==> config.mk <==
export PLATFORM = sky130hd
export DESIGN_NAME = dpd_top
export DESIGN_NICKNAME = d
export VERILOG_FILES = /design/src/inc/dpd_pkg.sv /design/src/inc/dpd_frame_if.sv /design/src/rtl/dpd_top.sv /design/src/rtl/dpd_trig.sv /design/src/rtl/dpd_ser.sv
export VERILOG_INCLUDE_DIRS = /design/src /design/src/inc
export SDC_FILE = /design/constraint.sdc
export NUM_CORES = 1
export LEC_CHECK = 0
export BUFFER_PORTS_ARGS = -buffer_cell sky130_fd_sc_hd__buf_2
export CAP_MARGIN = 20
export CORE_MARGIN = 2
export CORE_UTILIZATION = 45
export DETAILED_ROUTE_END_ITERATION = 12
export PLACE_DENSITY = 0.71
export SLEW_MARGIN = 10
export SYNTH_ARGS = -nofsm -noshare
export SYNTH_HDL_FRONTEND = slang
export SYNTH_SLANG_ARGS = --single-unit
==> constraint.sdc <==
create_clock -name pclk -period 1.7 [get_ports pclk]
set_clock_uncertainty 0.2 [all_clocks]
set_input_delay 0.085 -clock pclk [delete_from_list [all_inputs] [get_ports pclk]]
set_output_delay 0.085 -clock pclk [all_outputs]
set_load 0.01 [all_outputs]
==> src/inc/dpd_cfg.svh <==
/*
 * Constants of the slave diagnostic frame builder: register offsets,
 * field masks, fixed frame bytes, message codes and reset values.
 * Assumes inclusion by bare name from every design file that needs it.
 */
// Function
// - Send diagnostics on master request and on own error, unprompted.
// - Frame is bytes 0..5 standard part, bytes 6..15 device part.
// - Bytes 11..15 carry CPU-written user data, forwarded to master.
// - Local CPU can start a report and edit the user data first.
// - Byte 6 length/code, byte 7 message code, bytes 8..10 reserved.
// - Status byte 0: bits 0,5,7 zero; bits 1,2,3,4,6 are flags.
// - Status byte 1: flags 0,1,3,4,5; bit 2 one; bits 6,7 zero.
// - Status byte 2: bit 7 overflow, bits 0..6 reserved.
// - Byte 3 holds address of the parametrizing master.
// - Byte 6 is length ten in bits 0..5, code 00 in bits 6..7.
// - Byte 7 holds one of codes 12h..17h or 40h.
// - A 0 to 1 change of diagnostic status bit 0 starts a report.
// - Diagnostic status value 0000 0011 causes no action.
`ifndef DPD_CFG_SVH
`define DPD_CFG_SVH

// ----------------------------------------------------------------------
// Register offsets
// ----------------------------------------------------------------------
`define DPD_A_STN      8'h00
`define DPD_A_MADDR    8'h04
`define DPD_A_IDENT    8'h08
`define DPD_A_MSG      8'h0C
`define DPD_A_DIAG     8'h10
`define DPD_A_UDAT0    8'h14
`define DPD_A_UDAT1    8'h18
`define DPD_A_ISTAT    8'h1C
`define DPD_A_IMASK    8'h20
`define DPD_A_STATUS   8'h24

// ----------------------------------------------------------------------
// Fields and fixed values
// ----------------------------------------------------------------------
`define DPD_STN_WMASK  24'h80_3B5E
`define DPD_S1_FIX     8'h04
`define DPD_S0_FIXZ    8'hA1
`define DPD_EXT_BIT    3
`define DPD_DEV_LEN    8'h0A
`define DPD_DIAG_IGN   8'h03
`define DPD_DIAG_VAL   0
`define DPD_DIAG_DEL   1
`define DPD_MSG_RST    8'h40
`define DPD_MSG_PLEN   8'h12
`define DPD_MSG_CLEN   8'h13
`define DPD_MSG_CENT   8'h14
`define DPD_MSG_BUF    8'h15
`define DPD_MSG_NOCF   8'h16
`define DPD_MSG_CMP    8'h17
`define DPD_MSG_USER   8'h40
`define DPD_LAST_IDX   4'hF
`define DPD_IRQ_SENT   0
`define DPD_IRQ_REQ    1
`define DPD_IRQ_ERR    2

`endif

==> src/inc/dpd_pkg.sv <==
/*
 * Types shared by the diagnostic frame builder modules.
 * Assumes compilation before the interface and the design modules.
 */
package dpd_pkg;
    typedef logic [7:0]   dpd_byte_t;
    typedef logic [127:0] dpd_frame_t;
    typedef enum logic [0:0] {
        DPD_IDLE = 1'b0,
        DPD_SEND = 1'b1
    } dpd_ser_e;
endpackage

==> src/inc/dpd_frame_if.sv <==
/*
 * Carrier between the frame builder and its byte serialiser.
 * Assumes one source and one serialiser on the same clock.
 */
`timescale 1ns/1ps
interface dpd_frame_if;
    dpd_pkg::dpd_frame_t frame;
    logic                start;
    logic                busy;
    logic                done;
    modport src (output frame, output start, input busy, input done);
    modport ser (input frame, input start, output busy, output done);
endinterface

==> src/rtl/dpd_top.sv <==
/*
 * Slave diagnostic frame builder with APB registers and interrupt.
 * Assumes APB master on pclk; frame sink and master events on pclk.
 */
`timescale 1ns/1ps
`include "dpd_cfg.svh"
module dpd_top (
    // APB slave
    input  wire logic        pclk,
    input  wire logic        presetn,
    input  wire logic        psel,
    input  wire logic        penable,
    input  wire logic        pwrite,
    input  wire logic [7:0]  paddr,
    input  wire logic [31:0] pwdata,
    output logic      [31:0] prdata,
    output logic             pready,
    output logic             pslverr,
    // Bus side events
    input  wire logic        diag_req,
    input  wire logic        err_evt,
    input  wire logic [7:0]  err_code,
    // Frame byte stream
    output logic [7:0]       tx_byte,
    output logic             tx_valid,
    output logic             tx_last,
    input  wire logic        tx_ready,
    // Interrupt
    output logic             irq
);
    // ------------------------------------------------------------------
    // State
    // ------------------------------------------------------------------
    logic [23:0] stn_r;
    logic [7:0]  maddr_r;
    logic [15:0] ident_r;
    logic [7:0]  msg_r;
    logic [7:0]  diag_r;
    logic [39:0] udat_r;
    logic        uval_r;
    logic        pend_r;
    logic        start_r;
    logic [2:0]  ist_r;
    logic [2:0]  imsk_r;
    logic        trig_start;
    logic        trig_del;
    logic        acc;
    logic        wr;
    logic        rd_done;
    logic        hit;
    logic [31:0] rdat;
    logic [127:0] fw;
    logic [2:0]  ev;

    dpd_frame_if frm ();

    function automatic logic msg_ok(input logic [7:0] c);
        case (c)
            `DPD_MSG_PLEN, `DPD_MSG_CLEN, `DPD_MSG_CENT,
            `DPD_MSG_BUF, `DPD_MSG_NOCF, `DPD_MSG_CMP,
            `DPD_MSG_USER: msg_ok = 1'b1;
            default:       msg_ok = 1'b0;
        endcase
    endfunction

    // ------------------------------------------------------------------
    // APB access, one wait state
    // ------------------------------------------------------------------
    assign acc     = psel && penable && !pready;
    assign wr      = psel && penable && pready && pwrite;
    assign rd_done = psel && penable && pready && !pwrite;

    always_comb begin
        hit  = 1'b1;
        rdat = 32'h0000_0000;
        if (paddr == `DPD_A_STN) begin
            rdat = {8'h00, stn_r};
        end else if (paddr == `DPD_A_MADDR) begin
            rdat = {24'h00_0000, maddr_r};
        end else if (paddr == `DPD_A_IDENT) begin
            rdat = {16'h0000, ident_r};
        end else if (paddr == `DPD_A_MSG) begin
            rdat = {24'h00_0000, msg_r};
        end else if (paddr == `DPD_A_DIAG) begin
            rdat = {24'h00_0000, diag_r};
        end else if (paddr == `DPD_A_UDAT0) begin
            rdat = udat_r[31:0];
        end else if (paddr == `DPD_A_UDAT1) begin
            rdat = {24'h00_0000, udat_r[39:32]};
        end else if (paddr == `DPD_A_ISTAT) begin
            rdat = {29'h0000_0000, ist_r};
        end else if (paddr == `DPD_A_IMASK) begin
            rdat = {29'h0000_0000, imsk_r};
        end else if (paddr == `DPD_A_STATUS) begin
            rdat = {29'h0000_0000, frm.busy, pend_r, uval_r};
        end else begin
            hit = 1'b0;
        end
    end

    always_ff @(posedge pclk or negedge presetn) begin
        if (!presetn) begin
            pready  <= 1'b0;
            pslverr <= 1'b0;
            prdata  <= 32'h0000_0000;
        end else begin
            pready  <= acc;
            pslverr <= acc && !hit;
            if (acc && !pwrite) begin
                prdata <= rdat;
            end
        end
    end

    // ------------------------------------------------------------------
    // Software registers
    // ------------------------------------------------------------------
    always_ff @(posedge pclk or negedge presetn) begin
        if (!presetn) begin
            stn_r   <= 24'h00_0000;
            maddr_r <= 8'h00;
            ident_r <= 16'h0000;
            diag_r  <= 8'h00;
            udat_r  <= 40'h00_0000_0000;
        end else if (wr) begin
            if (paddr == `DPD_A_STN) begin
                stn_r <= pwdata[23:0] & `DPD_STN_WMASK;
            end else if (paddr == `DPD_A_MADDR) begin
                maddr_r <= pwdata[7:0];
            end else if (paddr == `DPD_A_IDENT) begin
                ident_r <= pwdata[15:0];
            end else if (paddr == `DPD_A_DIAG) begin
                diag_r <= pwdata[7:0];
            end else if (paddr == `DPD_A_UDAT0) begin
                udat_r[31:0] <= pwdata;
            end else if (paddr == `DPD_A_UDAT1) begin
                udat_r[39:32] <= pwdata[7:0];
            end
        end
    end

    // A listed error code wins over a same-cycle write: the fault is the news
    always_ff @(posedge pclk or negedge presetn) begin
        if (!presetn) begin
            msg_r <= `DPD_MSG_RST;
        end else if (err_evt && msg_ok(err_code)) begin
            msg_r <= err_code;
        end else if (wr && paddr == `DPD_A_MSG && msg_ok(pwdata[7:0])) begin
            msg_r <= pwdata[7:0];
        end
    end

    // ------------------------------------------------------------------
    // Report scheduling
    // ------------------------------------------------------------------
    dpd_trig u_trig (
        .pclk    (pclk),
        .presetn (presetn),
        .diag_st (diag_r),
        .start_p (trig_start),
        .del_p   (trig_del)
    );

    always_ff @(posedge pclk or negedge presetn) begin
        if (!presetn) begin
            uval_r <= 1'b0;
        end else if (trig_start) begin
            uval_r <= 1'b1;
        end else if (trig_del) begin
            uval_r <= 1'b0;
        end
    end

    always_ff @(posedge pclk or negedge presetn) begin
        if (!presetn) begin
            pend_r  <= 1'b0;
            start_r <= 1'b0;
        end else begin
            // new request wins over the clear
            pend_r  <= diag_req || err_evt || trig_start
                       || (pend_r && !start_r);
            start_r <= pend_r && !start_r && !frm.busy;
        end
    end

    // ------------------------------------------------------------------
    // Frame assembly
    // ------------------------------------------------------------------
    always_comb begin
        fw = '0;
        fw[7:0]   = stn_r[7:0];
        fw[`DPD_EXT_BIT] = stn_r[`DPD_EXT_BIT] | uval_r;
        fw[15:8]  = stn_r[15:8] | `DPD_S1_FIX;
        fw[23:16] = stn_r[23:16];
        fw[31:24] = maddr_r;
        fw[39:32] = ident_r[15:8];
        fw[47:40] = ident_r[7:0];
        fw[55:48] = `DPD_DEV_LEN;
        fw[63:56] = msg_r;
        if (uval_r) begin
            fw[127:88] = udat_r;
        end
    end

    assign frm.frame = fw;
    assign frm.start = start_r;

    dpd_ser u_ser (
        .pclk     (pclk),
        .presetn  (presetn),
        .frm      (frm),
        .tx_byte  (tx_byte),
        .tx_valid (tx_valid),
        .tx_last  (tx_last),
        .tx_ready (tx_ready)
    );

    // ------------------------------------------------------------------
    // Interrupt: sticky status, cleared by reading it
    // ------------------------------------------------------------------
    always_comb begin
        ev = 3'h0;
        ev[`DPD_IRQ_SENT] = frm.done;
        ev[`DPD_IRQ_REQ]  = diag_req;
        ev[`DPD_IRQ_ERR]  = err_evt;
    end

    always_ff @(posedge pclk or negedge presetn) begin
        if (!presetn) begin
            ist_r  <= 3'h0;
            imsk_r <= 3'h0;
            irq    <= 1'b0;
        end else begin
            // Clear only bits the read returned; later events survive
            if (rd_done && paddr == `DPD_A_ISTAT) begin
                ist_r <= (ist_r & ~prdata[2:0]) | ev;
            end else begin
                ist_r <= ist_r | ev;
            end
            if (wr && paddr == `DPD_A_IMASK) begin
                imsk_r <= pwdata[2:0];
            end
            irq <= |(ist_r & imsk_r);
        end
    end
endmodule

==> src/rtl/dpd_trig.sv <==
/*
 * Watches the local diagnostic status byte and pulses start or delete.
 * Assumes the status byte is a register in the pclk domain.
 */
`timescale 1ns/1ps
`include "dpd_cfg.svh"
module dpd_trig (
    // Clock and reset
    input  wire logic       pclk,
    input  wire logic       presetn,
    // Status byte in, events out
    input  wire logic [7:0] diag_st,
    output logic            start_p,
    output logic            del_p
);
    logic [7:0] prev_r;
    logic       ign;

    assign ign = (diag_st == `DPD_DIAG_IGN);

    always_ff @(posedge pclk or negedge presetn) begin
        if (!presetn) begin
            prev_r  <= 8'h00;
            start_p <= 1'b0;
            del_p   <= 1'b0;
        end else begin
            prev_r  <= diag_st;
            start_p <= !ign && !prev_r[`DPD_DIAG_VAL]
                       && diag_st[`DPD_DIAG_VAL];
            del_p   <= !ign && !prev_r[`DPD_DIAG_DEL]
                       && diag_st[`DPD_DIAG_DEL];
        end
    end
endmodule

==> src/rtl/dpd_ser.sv <==
/*
 * Sends a latched 16-byte frame, byte 0 first, with valid/ready.
 * Assumes the sink holds tx_ready as it likes; bytes wait for it.
 */
`timescale 1ns/1ps
`include "dpd_cfg.svh"
module dpd_ser (
    // Clock and reset
    input  wire logic      pclk,
    input  wire logic      presetn,
    // Frame from builder
    dpd_frame_if.ser       frm,
    // Byte stream to the bus side
    output dpd_pkg::dpd_byte_t tx_byte,
    output logic           tx_valid,
    output logic           tx_last,
    input  wire logic      tx_ready
);
    dpd_pkg::dpd_ser_e  state_r;
    dpd_pkg::dpd_frame_t sh_r;
    logic [3:0]          idx_r;
    logic                take;

    assign take     = tx_valid && tx_ready;
    assign frm.busy = (state_r == dpd_pkg::DPD_SEND);
    assign tx_byte  = sh_r[7:0];

    always_ff @(posedge pclk or negedge presetn) begin
        if (!presetn) begin
            state_r  <= dpd_pkg::DPD_IDLE;
            sh_r     <= '0;
            idx_r    <= 4'h0;
            tx_valid <= 1'b0;
            tx_last  <= 1'b0;
            frm.done <= 1'b0;
        end else begin
            frm.done <= 1'b0;
            case (state_r)
                dpd_pkg::DPD_IDLE: begin
                    if (frm.start) begin
                        // Snapshot so edits mid-frame cannot tear it
                        sh_r     <= frm.frame;
                        idx_r    <= 4'h0;
                        tx_valid <= 1'b1;
                        state_r  <= dpd_pkg::DPD_SEND;
                    end
                end
                default: begin
                    if (take) begin
                        sh_r  <= {8'h00, sh_r[127:8]};
                        idx_r <= idx_r + 4'h1;
                        // Flop, not decode: top outputs leave registers
                        tx_last <= (idx_r == `DPD_LAST_IDX - 4'h1);
                        if (idx_r == `DPD_LAST_IDX) begin
                            tx_valid <= 1'b0;
                            frm.done <= 1'b1;
                            state_r  <= dpd_pkg::DPD_IDLE;
                        end
                    end
                end
            endcase
        end
    end
endmodule

# After elaboration in Yosys (flattened, before gate mapping)
# Cells that the tools add are included.
dict set report totals {
  regBits 275
  inputBits 56
  out_inout_bits 45
  word_cells 157
}
dict set report op_classes {
  addsub 1
  eq_ne 28
  mux 46
  bitwise 11
  n_reduce_logical 46
}
# cell count
set ops {}
lappend ops {{128-bit two-way mux} 3}
lappend ops {{32-bit two-way mux} 6}
lappend ops {{8-bit by 5-bit == test with 1-bit output (second input constant)} 16}
lappend ops {{40-bit two-way mux} 1}
lappend ops {{1-bit two-way mux} 26}
lappend ops {{8-bit two-way mux} 3}
lappend ops {{1-bit logical AND} 19}
lappend ops {{8-bit by 4-bit == test with 1-bit output (second input constant)} 2}
lappend ops {{8-bit by 6-bit == test with 1-bit output (second input constant)} 2}
lappend ops {{8-bit by 7-bit == test with 1-bit output (second input constant)} 2}
lappend ops {{7-bit OR reduction} 2}
lappend ops {{3-bit two-way mux} 4}
lappend ops {{4-bit two-way mux} 3}
lappend ops {{4-bit == test (second input constant)} 2}
lappend ops {{8-bit by 2-bit == test with 1-bit output (second input constant)} 1}
lappend ops {{8-bit by 3-bit == test with 1-bit output (second input constant)} 1}
lappend ops {{1-bit logical NOT} 8}
lappend ops {{8-bit logical NOT} 1}
lappend ops {{7-bit AND reduction} 1}
lappend ops {{3-bit AND} 2}
lappend ops {{3-bit OR} 2}
lappend ops {{2-bit AND reduction} 3}
lappend ops {{3-bit AND reduction} 2}
lappend ops {{6-bit AND reduction} 1}
lappend ops {{other kinds (10)} 19}

# Logic depth before layout (Yosys ltp)
dict set report depth {
  depth_word 13
  mapped_depth 7
  depth_no_buf 5
}

# Modules after synthesis
# A second synthesis with hierarchy kept.
dict set report hier_totals {
  cells_unflattened 1163
  hier_area_um2 13057.5
}
# module n_inst cells_each area_each_um2
set by_module_without_submodules {}
lappend by_module_without_submodules {dpd_ser 1 610 6481.2}
lappend by_module_without_submodules {dpd_top 1 543 6434.9}
lappend by_module_without_submodules {dpd_trig 1 10 141.4}

# Worst setup path after synthesis
# No wires, ideal clock.
dict set report synth_timing {
  kind {input-to-reg}
  start {input paddr[5]}
  end {register udat_r[32]}
  setup_ps 125
  arrival_ps 1598
  t_required_ps 1375
  path_slack_ps -223
  cell_stages 5
  n_path_buf 1
  path_cell_list {nor4b_4 > nand2_2 > or4_1 > buf_4 > mux2_4}
}
dict set report synth_via {
  elab_chain_cells 3
  word_cells_on_any_way 12
  classes_between {5 x eq/ne; 5 x bitwise; 2 x reduce/logical}
}
# item line
set synth_rtl {}
lappend synth_rtl {{start, declared} dpd_top.sv:14} ;# input wire logic [7:0] paddr,
lappend synth_rtl {{8-bit by 5-bit == test with 1-bit output (no line), or another cell as far along} n/a}
lappend synth_rtl {{1-bit NOT (no line)} n/a}
lappend synth_rtl {{7-bit AND reduction (no line) (*)} n/a}
lappend synth_rtl {{end signal, assigned} dpd_top.sv:137} ;# udat_r[39:32] <= pwdata[7:0];
lappend synth_rtl {{end, declared} dpd_top.sv:39} ;# logic [39:0] udat_r;
# Every way passes the cells marked *; elsewhere a longest branch is shown, timed or not.
# A chain may end at the register's enable or synchronous reset.

# Worst setup path after layout
dict set report layout_timing {
  start {register pready}
  end {register prdata[14]}
}
dict set report layout_via {
  elab_chain_cells 3
}
# item line
set layout_rtl {}
lappend layout_rtl {{start, declared} dpd_top.sv:17} ;# output logic pready,
lappend layout_rtl {{start signal, assigned} dpd_top.sv:103} ;# pready <= 1'b0;
lappend layout_rtl {{start signal, assigned} dpd_top.sv:107} ;# pready <= acc;
lappend layout_rtl {{1-bit logical NOT} dpd_top.sv:69} ;# assign acc = psel && penable && !pready;
lappend layout_rtl {{1-bit logical AND} dpd_top.sv:69}
lappend layout_rtl {{1-bit logical AND} dpd_top.sv:109} ;# if (acc && !pwrite) begin
lappend layout_rtl {{end signal, assigned} dpd_top.sv:110} ;# prdata <= rdat;
lappend layout_rtl {{end, declared} dpd_top.sv:16} ;# output logic [31:0] prdata,
# Every way passes these cells.

==> impl_metrics.env <==
export IMPL_crit_arrival_ns=1.95
export IMPL_synth_cell_area_mm2=0.01186
export IMPL_grt_use_total_pct=23.94
export IMPL_hp_class="input pin to register"
export IMPL_peakVddDrop_uv=837.9
export IMPL_vias_per_cell=5.701
export IMPL_post_synth_top_area_cell="dfrtp_1"
export IMPL_synth_cell_type_count=56
export IMPL_ys_seq_area_share_pct=58.03
export IMPL_finalSetupTns_ns=-0.05702
export IMPL_p_leak_nw=7.847
export IMPL_port_buffers=100
export IMPL_dr_pass1_iters=5
export IMPL_finalPower_mw=17.34
export IMPL_num_vias=9395
export IMPL_root_buffer="clkbuf_16"
export IMPL_place_ws_ns=-0.2252
export IMPL_cts_made_buffers=29
export IMPL_rows=59
export IMPL_die_area_mm2=0.02767
export IMPL_antenna_found_initial=0
export IMPL_syn_inst=1072
export IMPL_max_slew_margin_rel_pct=69.66
export IMPL_setup_ws_ns=-0.02080
export IMPL_cts_sinks=275
export IMPL_clk_pin_slew_ns=0.06
export IMPL_synth_edff_count=0
export IMPL_period_share_pct=101.2
export IMPL_setup_viol=4
export IMPL_gp_congestion=0.9286
export IMPL_hold_viol=1
export IMPL_worst_pin_slew_ns=0.4437
export IMPL_yosys_top_cells_area="dfrtp_1 (58%), nand2_1 (6.0%), mux2i_1 (4.6%), mux2_2 (4.1%), mux2_1 (3.8%)"
export IMPL_die_h_um=166.3
export IMPL_synthArstFlopShare_pct=100.0
export IMPL_status="complete, but fails checks"
export IMPL_ios=101
export IMPL_final_area_mm2=0.01541
export IMPL_ant_nets=0
export IMPL_drc=0
export IMPL_fmaxAchievable_mhz=581.1
export IMPL_maxCapViolCount=0
export IMPL_crit_fanout=26
export IMPL_powerDensity_mw_per_mm2=1125
export IMPL_cts_hold_buffers_added=56
export IMPL_worstPathRequired_ns=1.93
export IMPL_start_util_pct=45.64
export IMPL_min_period_ns=1.721
export IMPL_h_tree_depth=1
export IMPL_cts_tree="done"
export IMPL_rsz0062_at_grt="yes"
export IMPL_grt_max_degree=63
export IMPL_clock_path_buffers=3
export IMPL_end_kind="register"
export IMPL_syn_nets=1130
export IMPL_yosysTopAreaCellShare_pct=57.81
export IMPL_coreArea_mm2=0.02598
export IMPL_syn_to_final_growth_pct=29.95
export IMPL_num_nets_final=1350
export IMPL_violations="negative hold slack, negative setup slack"
export IMPL_post_route_util_pct=59.31
export IMPL_r2r_slack_ns=-0.02
export IMPL_crit_type="register to register"
export IMPL_grt_overflow=0
export IMPL_final_layout_size_suffix_gt1_share_pct=27.57
export IMPL_worstSetupStartpointType="register"
export IMPL_grt_pass1_vias=9427
export IMPL_synth_warnings=0
export IMPL_dpl_cell_area_mm2=0.01346
export IMPL_wl_per_cell_um=20.38
export IMPL_synth_top_flop_cell="dfrtp_1"
export IMPL_drt_iter0_markers=899
export IMPL_yosys_register_bits=275
export IMPL_drv_slew=0
export IMPL_clock_latency_ns=0.54
export IMPL_hpwlAfterDp_um=22470
export IMPL_timing_hold_ws_ns=-0.03917
export IMPL_die_w_um=166.3
export IMPL_grt_pass1_wl_um=52970
export IMPL_wl_um=33580
export IMPL_n_antenna_cell=0
export IMPL_avgSynthCellArea_um2=11.06
## routing by layer
metal,GRT usage [%],up-vias,part of all wire (%)
met3,3.956,78,6.6
met1,33.87,4717,44
li1,-,4238,-
met2,37.94,362,46
met4,7.946,0,3.5
met5,0,-,0
## cells by family after synthesis
logic type               after synthesis  synth area share (%)
AO/OA/AOI/OAI                        219                 12.02
XOR/XNOR                               1               0.07386
adder cells (fa/ha/maj)                2                0.2110
buffers and inverters                 88                 3.175
flip-flops                           275                 58.03
multiplexers                         145                 13.45
AND/OR/NAND/NOR                      342                 13.04
## worst paths after layout
check	cells past startpoint	startpoint	endpoint
worst min register to register	2	u_ser.sh_r[62]	u_ser.sh_r[54]
worst min-delay path	5	paddr[4]	prdata[5]
max in group asynchronous	4	presetn	u_ser.sh_r[78]
worst max register to register	3	pready	prdata[14]
worst max-delay path	3	pready	prdata[14]
min in group asynchronous	4	presetn	udat_r[30]
## layout make-up
| class | count | area (µm²) |
|---|---|---|
| tap | 335 | 419.2 |
| inverter | 9 | 33.78 |
| sequential | 275 | 6888 |
| multi-input combinational | 709 | 4812 |
| clock buffer | 40 | 857.1 |
| timing repair buffer | 268 | 2263 |
| clock inverter | 12 | 138.9 |
| fill | 2082 | 10570 |
## cells in the mapped netlist, types with 3 or more instances
library cell  number
dfrtp_1          274
buf_2              7
or4_1              3
nand4_1            3
nand2b_1           7
mux2_4             8
nand3_1           52
mux2_2            43
nand2_1          190
a22o_1            29
nor2_1            41
a21o_1             4
a21oi_1           21
clkbuf_1          55
nand2_2            3
mux2_1            40
and3_1             6
and2_1             6
buf_1              7
a221o_1            3
nor4_1             3
mux2i_1           54
a22oi_1           36
o221ai_1           6
nor3_1             9
buf_4             10
a221oi_1           6
nor2b_1            7
o22ai_1            3
inv_1              9
o21ai_1            5
o21ai_0           90
## through the flow
stage | hold WS (ns) | std cells
after detailed placement | -0.2136 | 1533
after global placement | -0.2128 | 1533
final | -0.03917 | 1648
after floorplan | -0.4106 | 1072
after CTS | -0.06340 | 1645
after global routing | 0.009862 | 1648
## where the power goes
group	total (mW)	internal (mW)	switching, mW
clock network	6.53	3.95	2.57
logic	3.54	1.53	2.01
registers	7.27	6.96	0.315
## cells in the final DEF, fill, tap and decap left out, types with 17 or more instances in the layout
master           n
mux2i_1         54
nand3_1         51
a22oi_1         27
mux2_1          40
buf_4           80
dlygate4sd3_1   55
dfrtp_1        272
a21oi_1         20
mux2_2          43
a22o_1          29
buf_12          17
buf_2           99
clkbuf_16       32
nor2_1          39
nand2_1        189
o21ai_0         76
## sequential cells by signal, summed over array words and instances (netlist names), 2 cells and up
name           flops
ident_r           16
prdata            32
udat_r            40
u_ser.idx_r        4
stn_r             11
maddr_r            8
msg_r              8
diag_r             8
imsk_r             3
ist_r              3
u_ser.sh_r       128
u_trig.prev_r      2
## repair_timing
item,CTS,global route
endpoints found under the hold margin,406,1
buffers inserted,3,0
pin swaps,4,15
gates resized for setup,18,50
setup endpoints to repair,104,159
cloned,1,3
## worst max-delay path, stage by stage (launching register included)
cell     delay, ns
dfrtp_2       0.44
or3_4         0.42
buf_12        0.18
a221o_1       0.36
Note: power is estimated with default switching activity, not from simulation.
